## config.mk

```make
export PLATFORM = sky130hd
export DESIGN_NAME = can_message_buffer_store
export DESIGN_NICKNAME = d
export VERILOG_FILES = /design/src/msg_store_pkg.sv /design/src/can_message_buffer_store.sv
export VERILOG_INCLUDE_DIRS = /design/src /design/src/src
export SDC_FILE = /design/constraint.sdc
export NUM_CORES = 1
export LEC_CHECK = 0
export CORE_MARGIN = 3
export CORE_UTILIZATION = 56
export CTS_CLUSTER_SIZE = 30
export DETAILED_ROUTE_END_ITERATION = 12
export DONT_BUFFER_PORTS = 1
export GPL_ROUTABILITY_DRIVEN = 1
export PLACE_DENSITY = 0.71
export SKIP_LAST_GASP = 1
export SYNTH_ARGS = -nofsm -noshare
export SYNTH_HDL_FRONTEND = slang
export SYNTH_SLANG_ARGS = --single-unit
```

## constraint.sdc

```tcl
create_clock -name clock_in -period 6.56 [get_ports clock_in]
set_clock_uncertainty 0.15 [all_clocks]
set_input_delay 1.312 -clock clock_in [delete_from_list [all_inputs] [get_ports clock_in]]
set_output_delay 1.312 -clock clock_in [all_outputs]
set_load 0.02 [all_outputs]
```

## src/msg_store_regs.svh

```systemverilog
`ifndef MSG_STORE_REGS_SVH
`define MSG_STORE_REGS_SVH

// Register map
`define CTRL0_ADDR          9'h100
`define BUF_REGION          3'h5
`define RX_BUF_INDEX        2'h0
`define OFS_ID_BYTE0        4'h0
`define OFS_ID_BYTE1        4'h1
`define OFS_ID_BYTE2        4'h2
`define OFS_ID_BYTE3        4'h3
`define OFS_PAYLOAD0        4'h4
`define OFS_LENGTH          4'hC
`define OFS_PRIORITY        4'hD
`define BUF_BYTES           4'hD

// Control register 0 fields and reset value
`define CTRL0_RESET         8'h21
`define WAIT_STOP_BIT       5
`define SYNCED_BIT          4
`define TIMER_LINK_BIT      3
`define SLEEP_ACK_BIT       2
`define SLEEP_REQ_BIT       1
`define SOFT_RESET_BIT      0

// Identifier byte 1 and 3 field positions
`define ID1_SRR_BIT         4
`define ID1_EXT_BIT         3
`define ID1_STD_RTR_BIT     4
`define ID3_EXT_RTR_BIT     0

// Frame limits and synchronisation counts
`define MAX_DATA_BYTES      4'h8
`define SYNC_RECESSIVE_BITS 4'hB
`define BUSOFF_SEQUENCES    8'h80

`endif

```

## src/msg_store_pkg.sv

```systemverilog
package msg_store_pkg;

	typedef enum logic [1:0] {
		SYNC_OFF  = 2'b00,
		SYNC_HUNT = 2'b01,
		SYNC_ON   = 2'b11
	} sync_state_t;

	typedef struct packed {
		logic [3:0][12:0][7:0] msg_mem;
		logic [2:0][7:0]       prio;
		logic                  wait_stop;
		logic                  timer_link;
		logic                  sleep_req;
		logic                  sleep_ack;
		logic                  soft_reset;
		sync_state_t           sync;
		logic [3:0]            rec_cnt;
		logic [7:0]            seq_cnt;
		logic [2:0]            tx_empty;
		logic                  rx_full;
		logic                  tx_valid;
		logic [1:0]            tx_sel;
		logic [28:0]           tx_id;
		logic                  tx_ext;
		logic                  tx_srr;
		logic                  tx_rtr;
		logic [3:0]            tx_dlc;
		logic [3:0]            tx_count;
		logic [7:0][7:0]       tx_data;
		logic [7:0]            rdata;
	} state_t;

endpackage

```

## src/can_message_buffer_store.sv

```systemverilog
// Functional notes
// RULE1 - All buffers share one 13-byte layout, undefined
// RULE2 - Receive buffer read-only; transmit buffers read-write
// RULE3 - Extended identifier bit placement across four bytes
// RULE4 - Standard identifier in bytes 0-1, extension cleared
// RULE5 - 11 or 29 bit identifiers, MSB first
// RULE6 - Smallest identifier value has highest priority
// RULE7 - Substitute remote bit: set by software, stored received
// RULE8 - Extension flag selects format, set on receive
// RULE9 - Remote flag stored on receive, drives transmit
// RULE10 - Remote frame sends length code, no data
// RULE11 - Length code low nibble, counts 0 to 8
// RULE12 - Eight payload bytes; only counted ones used
// RULE13 - Local priority byte only for transmit buffers
// RULE14 - Arbitrate queued buffers just before start of frame
// RULE15 - Smallest local priority wins; ties lower index
// RULE16 - Software never writes a queued transmit buffer
// RULE17 - Software reads receive buffer only when full
// RULE18 - Control register 0 layout and reset values
// RULE19 - Wait-stop bit stops module clock in wait
// RULE20 - Buffers at blocks 4,5,6,7 of 16 bytes
// RULE21 - Soft reset aborts, holds control and flags
// RULE22 - Resync after 11 recessive bits, 128 if bus-off
// RULE23 - Sleep acknowledge set only while asleep
// RULE24 - Synced status shows bus participation
// RULE25 - Software clears empty flag; sent frame sets it
// RULE26 - Length codes above eight count as eight
`timescale 1ns/1ps
`include "msg_store_regs.svh"

module can_message_buffer_store (
	input  wire logic            clock_in,
	input  wire logic            arst_n_in,
	input  wire logic [8:0]      reg_addr_in,
	input  wire logic            reg_wr_in,
	input  wire logic            reg_rd_in,
	input  wire logic [7:0]      reg_wdata_in,
	output logic      [7:0]      reg_rdata_out,
	input  wire logic [2:0]      tx_queue_in,
	output logic      [2:0]      tx_empty_flag_out,
	input  wire logic            rx_release_in,
	output logic                 rx_full_flag_out,
	input  wire logic            tx_sof_req_in,
	input  wire logic            tx_done_in,
	output logic                 tx_valid_out,
	output logic      [1:0]      tx_buffer_sel_out,
	output logic      [28:0]     tx_id_out,
	output logic                 tx_ext_out,
	output logic                 tx_srr_out,
	output logic                 tx_rtr_out,
	output logic      [3:0]      tx_length_code_out,
	output logic      [3:0]      tx_byte_count_out,
	output logic      [7:0][7:0] tx_data_out,
	input  wire logic            rx_store_in,
	input  wire logic [28:0]     rx_id_in,
	input  wire logic            rx_ext_in,
	input  wire logic            rx_srr_in,
	input  wire logic            rx_rtr_in,
	input  wire logic [3:0]      rx_length_code_in,
	input  wire logic [7:0][7:0] rx_data_in,
	input  wire logic            bit_tick_in,
	input  wire logic            bus_recessive_in,
	input  wire logic            bus_off_in,
	input  wire logic            bus_active_in,
	input  wire logic            wait_mode_in,
	output logic                 module_clock_run_out,
	output logic                 timer_link_out,
	output logic                 soft_reset_out,
	output logic                 bus_synced_status_out,
	output logic                 sleep_acknowledge_out
);

	msg_store_pkg::state_t st_reg;
	msg_store_pkg::state_t st_next;

	// Identifier bytes to a right-aligned identifier value
	function automatic logic [28:0] id_decode(input logic [3:0][7:0] idb, input logic ext);
		if (ext) begin
			id_decode = {idb[0], idb[1][7:5], idb[1][2:0], idb[2], idb[3][7:1]};    // [RULE3]
		end else begin
			id_decode = {18'h0_0000, idb[0], idb[1][7:5]};                          // [RULE4]
		end
	endfunction

	function automatic logic [3:0] byte_count(input logic [3:0] code, input logic remote_frame_flag);
		if (remote_frame_flag) begin
			byte_count = 4'h0;                                                       // [RULE10]
		end else if (code > `MAX_DATA_BYTES) begin
			byte_count = `MAX_DATA_BYTES;                                            // [RULE26]
		end else begin
			byte_count = code;                                                       // [RULE11]
		end
	endfunction

	// Returns {found, index}; strict compare keeps the lower index on ties
	function automatic logic [2:0] pick_winner(input logic [2:0][7:0] prio,
			input logic [2:0] empty);
		logic       found;
		logic [1:0] idx;
		logic [7:0] best;
		found = 1'b0;
		idx   = 2'h0;
		best  = 8'hFF;
		for (int i = 0; i < 3; i++) begin
			if (!empty[i] && (!found || prio[i] < best)) begin                  // [RULE15]
				found = 1'b1;
				idx   = 2'(i);
				best  = prio[i];
			end
		end
		pick_winner = {found, idx};
	endfunction

	logic [1:0] acc_buf;
	logic [3:0] acc_ofs;
	logic       acc_region;
	logic [2:0] winner;
	logic [3:0] rx_count;

	assign acc_buf    = reg_addr_in[5:4];
	assign acc_ofs    = reg_addr_in[3:0];
	assign acc_region = reg_addr_in[8:6] == `BUF_REGION;                           // [RULE20]
	assign winner     = pick_winner(st_reg.prio, st_reg.tx_empty);
	assign rx_count   = byte_count(rx_length_code_in, rx_rtr_in);

	always_comb begin
		st_next = st_reg;
		st_next.rdata = 8'h00;

		// Register reads; unmapped and unused locations return zero
		if (reg_rd_in) begin
			if (reg_addr_in == `CTRL0_ADDR) begin
				st_next.rdata = {2'b00, st_reg.wait_stop, st_reg.sync == msg_store_pkg::SYNC_ON,
					st_reg.timer_link, st_reg.sleep_ack, st_reg.sleep_req,
					st_reg.soft_reset};                                        // [RULE18]
			end else if (acc_region && acc_ofs < `BUF_BYTES) begin
				st_next.rdata = st_reg.msg_mem[acc_buf][acc_ofs];                // [RULE2]
			end else if (acc_region && acc_ofs == `OFS_PRIORITY && acc_buf != `RX_BUF_INDEX) begin
				st_next.rdata = st_reg.prio[acc_buf - 2'h1];                     // [RULE13]
			end
		end

		// Control register: only the soft-reset bit is taken while in soft reset
		if (reg_wr_in && reg_addr_in == `CTRL0_ADDR) begin
			st_next.soft_reset = reg_wdata_in[`SOFT_RESET_BIT];
			if (!st_reg.soft_reset) begin
				st_next.wait_stop  = reg_wdata_in[`WAIT_STOP_BIT];
				st_next.timer_link = reg_wdata_in[`TIMER_LINK_BIT];
				st_next.sleep_req  = reg_wdata_in[`SLEEP_REQ_BIT];
			end
		end

		// Receive buffer ignores writes; transmit buffers always writable
		if (reg_wr_in && acc_region && acc_buf != `RX_BUF_INDEX) begin
			if (acc_ofs < `BUF_BYTES) begin
				st_next.msg_mem[acc_buf][acc_ofs] = reg_wdata_in;                // [RULE2]
			end else if (acc_ofs == `OFS_PRIORITY) begin
				st_next.prio[acc_buf - 2'h1] = reg_wdata_in;                     // [RULE13]
			end
		end

		// Queue clears first so a same-cycle completion still sets the flag
		st_next.tx_empty = st_reg.tx_empty & ~tx_queue_in;                         // [RULE25]
		if (rx_release_in) begin
			st_next.rx_full = 1'b0;
		end

		if (st_reg.tx_valid && tx_done_in) begin
			st_next.tx_empty[st_reg.tx_sel] = 1'b1;                                // [RULE25]
			st_next.tx_valid = 1'b0;
		end

		// Latch the winning frame at start of frame so later edits cannot tear it
		if (tx_sof_req_in && !st_reg.tx_valid && winner[2]) begin                  // [RULE14]
			st_next.tx_valid = 1'b1;
			st_next.tx_sel   = winner[1:0];
			st_next.tx_ext   = st_reg.msg_mem[winner[1:0] + 2'h1][`OFS_ID_BYTE1][`ID1_EXT_BIT];
			st_next.tx_id    = id_decode(st_reg.msg_mem[winner[1:0] + 2'h1][3:0],
				st_next.tx_ext);                                               // [RULE8]
			st_next.tx_srr   = st_reg.msg_mem[winner[1:0] + 2'h1][`OFS_ID_BYTE1][`ID1_SRR_BIT];
			st_next.tx_rtr   = st_next.tx_ext
				? st_reg.msg_mem[winner[1:0] + 2'h1][`OFS_ID_BYTE3][`ID3_EXT_RTR_BIT]
				: st_reg.msg_mem[winner[1:0] + 2'h1][`OFS_ID_BYTE1][`ID1_STD_RTR_BIT]; // [RULE9]
			st_next.tx_dlc   = st_reg.msg_mem[winner[1:0] + 2'h1][`OFS_LENGTH][3:0];   // [RULE10]
			st_next.tx_count = byte_count(st_next.tx_dlc, st_next.tx_rtr);
			for (int k = 0; k < 8; k++) begin
				st_next.tx_data[k] = (k < st_next.tx_count)
					? st_reg.msg_mem[winner[1:0] + 2'h1][4 + k] : 8'h00;       // [RULE12]
			end
		end

		// Received frame lands in the foreground buffer in the matching layout
		if (rx_store_in && !st_reg.soft_reset) begin
			if (rx_ext_in) begin
				st_next.msg_mem[0][`OFS_ID_BYTE0] = rx_id_in[28:21];             // [RULE3]
				st_next.msg_mem[0][`OFS_ID_BYTE1] = {rx_id_in[20:18], rx_srr_in, 1'b1,
					rx_id_in[17:15]};                                          // [RULE7]
				st_next.msg_mem[0][`OFS_ID_BYTE2] = rx_id_in[14:7];
				st_next.msg_mem[0][`OFS_ID_BYTE3] = {rx_id_in[6:0], rx_rtr_in};   // [RULE9]
			end else begin
				st_next.msg_mem[0][`OFS_ID_BYTE0] = rx_id_in[10:3];              // [RULE4]
				st_next.msg_mem[0][`OFS_ID_BYTE1] = {rx_id_in[2:0], rx_rtr_in, 1'b0, 3'b000};
			end
			st_next.msg_mem[0][`OFS_LENGTH] = {4'h0, rx_length_code_in};           // [RULE11]
			for (int k = 0; k < 8; k++) begin
				if (k < rx_count) begin
					st_next.msg_mem[0][4 + k] = rx_data_in[k];               // [RULE12]
				end
			end
			st_next.rx_full = 1'b1;
		end

		// Bus integration after soft reset is released
		unique case (st_reg.sync)
			msg_store_pkg::SYNC_OFF: begin
				st_next.rec_cnt = 4'h0;
				st_next.seq_cnt = 8'h00;
				if (!st_reg.soft_reset) begin
					st_next.sync = msg_store_pkg::SYNC_HUNT;
				end
			end
			msg_store_pkg::SYNC_HUNT: begin
				if (bit_tick_in && !bus_recessive_in) begin
					st_next.rec_cnt = 4'h0;
				end else if (bit_tick_in) begin
					st_next.rec_cnt = st_reg.rec_cnt + 4'h1;
					if (st_reg.rec_cnt + 4'h1 == `SYNC_RECESSIVE_BITS) begin     // [RULE22]
						st_next.rec_cnt = 4'h0;
						st_next.seq_cnt = st_reg.seq_cnt + 8'h01;
						if (!bus_off_in || st_reg.seq_cnt + 8'h01 == `BUSOFF_SEQUENCES) begin
							st_next.sync = msg_store_pkg::SYNC_ON;           // [RULE24]
						end
					end
				end
			end
			msg_store_pkg::SYNC_ON: begin
				st_next.sync = msg_store_pkg::SYNC_ON;
			end
			default: begin
				st_next.sync = msg_store_pkg::SYNC_OFF;
			end
		endcase

		// Sleep only once no frame is pending on the bus
		st_next.sleep_ack = st_reg.sleep_req && !bus_active_in && !st_reg.tx_valid; // [RULE23]

		// Soft reset holds control and flags; buffer contents are kept
		if (st_reg.soft_reset) begin                                               // [RULE21]
			st_next.wait_stop  = 1'(`CTRL0_RESET >> `WAIT_STOP_BIT);
			st_next.timer_link = 1'b0;
			st_next.sleep_req  = 1'b0;
			st_next.sleep_ack  = 1'b0;
			st_next.tx_empty   = 3'b111;
			st_next.rx_full    = 1'b0;
			st_next.tx_valid   = 1'b0;
			st_next.sync       = msg_store_pkg::SYNC_OFF;
		end
	end

	// Buffers also reset to zero here, but nothing may rely on it
	always_ff @(posedge clock_in or negedge arst_n_in) begin
		if (!arst_n_in) begin
			st_reg            <= '0;                                                // [RULE1]
			st_reg.wait_stop  <= 1'b1;
			st_reg.soft_reset <= 1'b1;
			st_reg.tx_empty   <= 3'b111;
			st_reg.sync       <= msg_store_pkg::SYNC_OFF;
		end else begin
			st_reg <= st_next;
		end
	end

	assign reg_rdata_out         = st_reg.rdata;
	assign tx_empty_flag_out     = st_reg.tx_empty;
	assign rx_full_flag_out      = st_reg.rx_full;
	assign tx_valid_out          = st_reg.tx_valid;
	assign tx_buffer_sel_out     = st_reg.tx_sel;
	// Right-aligned so the bus engine can compare identifiers as plain numbers
	assign tx_id_out             = st_reg.tx_id;                                     // [RULE5] [RULE6]
	assign tx_ext_out            = st_reg.tx_ext;
	assign tx_srr_out            = st_reg.tx_srr;
	assign tx_rtr_out            = st_reg.tx_rtr;
	assign tx_length_code_out    = st_reg.tx_dlc;
	assign tx_byte_count_out     = st_reg.tx_count;
	assign tx_data_out           = st_reg.tx_data;
	// Gating is done by the clock controller; module can only request it
	assign module_clock_run_out  = !(st_reg.wait_stop && wait_mode_in);               // [RULE19]
	assign timer_link_out        = st_reg.timer_link;
	assign soft_reset_out        = st_reg.soft_reset;                                // [RULE21]
	assign bus_synced_status_out = st_reg.sync == msg_store_pkg::SYNC_ON;            // [RULE24]
	assign sleep_acknowledge_out = st_reg.sleep_ack;
endmodule

```

==> qor.csv <==
metric,value,unit
outcome,finished with violations,
failing checks,max-slew violations,
area of the mapped netlist,0.02989,mm²
"Distinct cells, synth",70,
worst-case vdd ir drop,0.0004954,V
buffers inserted by post-CTS timing repair,0,
total negative slack,0,ns
Most used DFF post-synth,dfrtp_1,
Antenna Violating Nets Remaining,0,
sequential area share after synthesis,48.41,%
syn avg cell area,12.26,µm²
clock buffer depth,3,
# nets final,2390,
Initial DRT Pass Iterations,5,
worst hold slack,0.2128,ns
via count,20370,
share of cells above drive strength 1,31.45,%
"commonest non-fill, non-tap cell in the layout",dfrtp_1,
initial core utilization,56.77,%
max_cap viols,0,
final hold vios,0,
placed cells,2863,
cell family with most CP delay,simple AND/OR/NAND/NOR gates,
vias per inst,6.841,
Worst Setup End Kind,flip-flop,
H-tree depth,2,
CP Data Required Time,6.96,ns
Fill cells,4096,
Post-Syn Instances,2438,
CP max FO,30,
io pins,257,
CTS tree,done,
Max Transition Viols Final,391,
Port-buffer cells,0,
FF/Latch Area,0.01447,mm²
r2r setup slk,1.12,ns
Finished Layout Cells,2977,
RR Endpoint,tx_id_out[10],
post-synth net total,2592,
Reg2Reg Depth,18,
final period utilization,82.92,%
Slowest cell on crit path,dfstp_2,
vias in the first global route,20200,
# resized after CTS,0,
Worst EP arrival,5.84,ns
pin count of the biggest net entering global routing,579,
Die Height,237.0,µm
clk_lat worst skew,0.65,ns
fin crit period,5.439,ns
# hold bufs at CTS,0,
Placeable Area,0.05266,mm²
most frequent cells in the layout,"dfrtp_1 (573), mux2_2 (450), nand2_1 (227)",
Worst-Margin Slew,2.998,ns
"CTS clk-pin slew, worst paths",0.07,ns
"FF+latch count, synth",578,
cell accounting for the most synthesized area,dfrtp_1,
Synth Warn #,0,
total track usage,31.72,%
critical path class,reg -> reg,
crit start category,flip-flop,
Synth-to-Final Area Change,5.634,%
Static Leak,0.01441,µW
Slew Limit Headroom,-99.85,%
crit-path cells,nor2_1 > ha_1 > a211oi_1 > o21ai_0 > and2_1 > or2_2 > buf_4 > nand2_1 > o21ai_0 > ha_1 > a21oi_1 > o221ai_1 > o211ai_1 > buf_4 > nand4_1 > buf_4 > a2bb2oi_1 > o21ai_0,
CTS Root Buffer Type,clkbuf_16,
worst reg2reg startpoint,tx_empty_flag_out[0],
Worst Hold Class,in -> async,
standard-cell row count,84,
GR Overflow Total,0,
Pwr Density,365.1,mW/mm²
post-synth top area share,47.97,%
total CTS buffers,59,
"Core Util, Final",59.97,%
Area contributors post-synth,"dfrtp_1 (48%), mux2_2 (17%), mux4_2 (8.7%), buf_4 (2.9%), nand2_1 (2.9%)",
die width,237.0,µm
CP Buf/Inv Count,3,
Post-synth EDFFs,0,
area of the multi-input gates,0.01390,mm²
fmax,183.8,MHz
Critical Path Max Stage Delay,0.74,ns
drt initial violations,2439,
DRC viols,0,
# setup viols final,0,
first-pass GRT wire length,134000,µm
Post-DP HPWL,58720,µm
RSZ-0062 raised after global routing,no,
initial antenna violation count,7,
GP Congestion,0.9445,
final WL,90580,µm
Avg WL per Cell,30.43,µm
Clock Sinks,578,
ys async rst share,100.0,%
Largest register FFs,456,
die area,0.05619,mm²
==> per-layer routing <==
| metal | wire length [µm] | global-route usage (%) | vias up |
|---|---|---|---|
| met5 | 50 | 0 | - |
| met4 | 3438 | 11.16 | 8 |
| met3 | 9443 | 9.236 | 203 |
| met2 | 42310 | 49.74 | 1084 |
| met1 | 35340 | 42.49 | 10580 |
| li1 | - | - | 8494 |
==> metrics by stage <==
stage / worst slack [ns] / cell area, µm² / total power [µW]
detailed placement: 1.192 / 29490 / 7951
global placement: 1.322 / 29490 / 7865
finish: 1.121 / 31580 / 11530
CTS: 1.160 / 31570 / 11530
floorplan: 1.071 / 29890 / 6897
global route: 0.8997 / 31570 / 11930
==> report_power, final <==
| part | internal, µW | leakage, µW | switching [µW] |
|---|---|---|---|
| logic | 1150 | 0.00561 | 2460 |
| registers | 3860 | 0.00776 | 490 |
| clock network | 2100 | 0.00103 | 1470 |
| total | 7110 | 0.0144 | 4420 |
==> area by class of cell <==
class / count / area share (%)
Antenna cell: 3 / 0.02377
Clock buffer: 82 / 5.424
Clock inverter: 29 / 1.157
Inverter: 14 / 0.1664
Multi-Input combinational cell: 1558 / 44.00
Sequential cell: 578 / 45.82
Tap cell: 688 / 2.726
Timing Repair Buffer: 25 / 0.6736
==> cell usage after synthesis (all sizes together) (8+ instances only) <==
cell type / count
dfrtp: 573
mux2: 450
nand2: 227
buf: 153
clkbuf: 135
mux4: 116
o21ai: 96
nor2: 74
nand3: 72
mux2i: 64
nand2b: 40
nand4: 37
a32o: 32
and2: 31
and3: 30
nor2b: 25
o31ai: 24
a31oi: 23
a22o: 22
a21oi: 21
ha: 21
a22oi: 14
inv: 14
nor3: 13
a2111oi: 11
a211o: 11
a211oi: 11
a2bb2oi: 11
a221o: 10
or3b: 10
o21a: 8
==> cell families (layout without fill, tap and decap cells) <==
group	after synthesis	in the layout	synth area share, %
DFF	578	578	48.41
xor gates and xnor gates	2	2	0.05861
muxes	630	630	27.85
other	0	3	0
buffers and inverters	302	150	5.353
and+or+nand+nor	581	581	9.472
AOI/OAI and AO/OA	324	324	7.986
adders and majority gates	21	21	0.8789
==> how the worst max path moves through the flow <==
stage,from,to,slack [ns],depth (start not counted)
CTS,tx_empty_flag_out[0],tx_data_out[0],1.16,16
global placement,tx_empty_flag_out[0],tx_data_out[4],1.32,16
finish,tx_empty_flag_out[0],tx_id_out[10],1.12,18
detailed placement,tx_empty_flag_out[0],tx_id_out[10],1.19,18
global route,tx_empty_flag_out[0],tx_data_out[7],0.90,16
floorplan,tx_empty_flag_out[0],tx_data_out[16],1.07,22
Note: power is estimated with default switching activity, not from simulation.
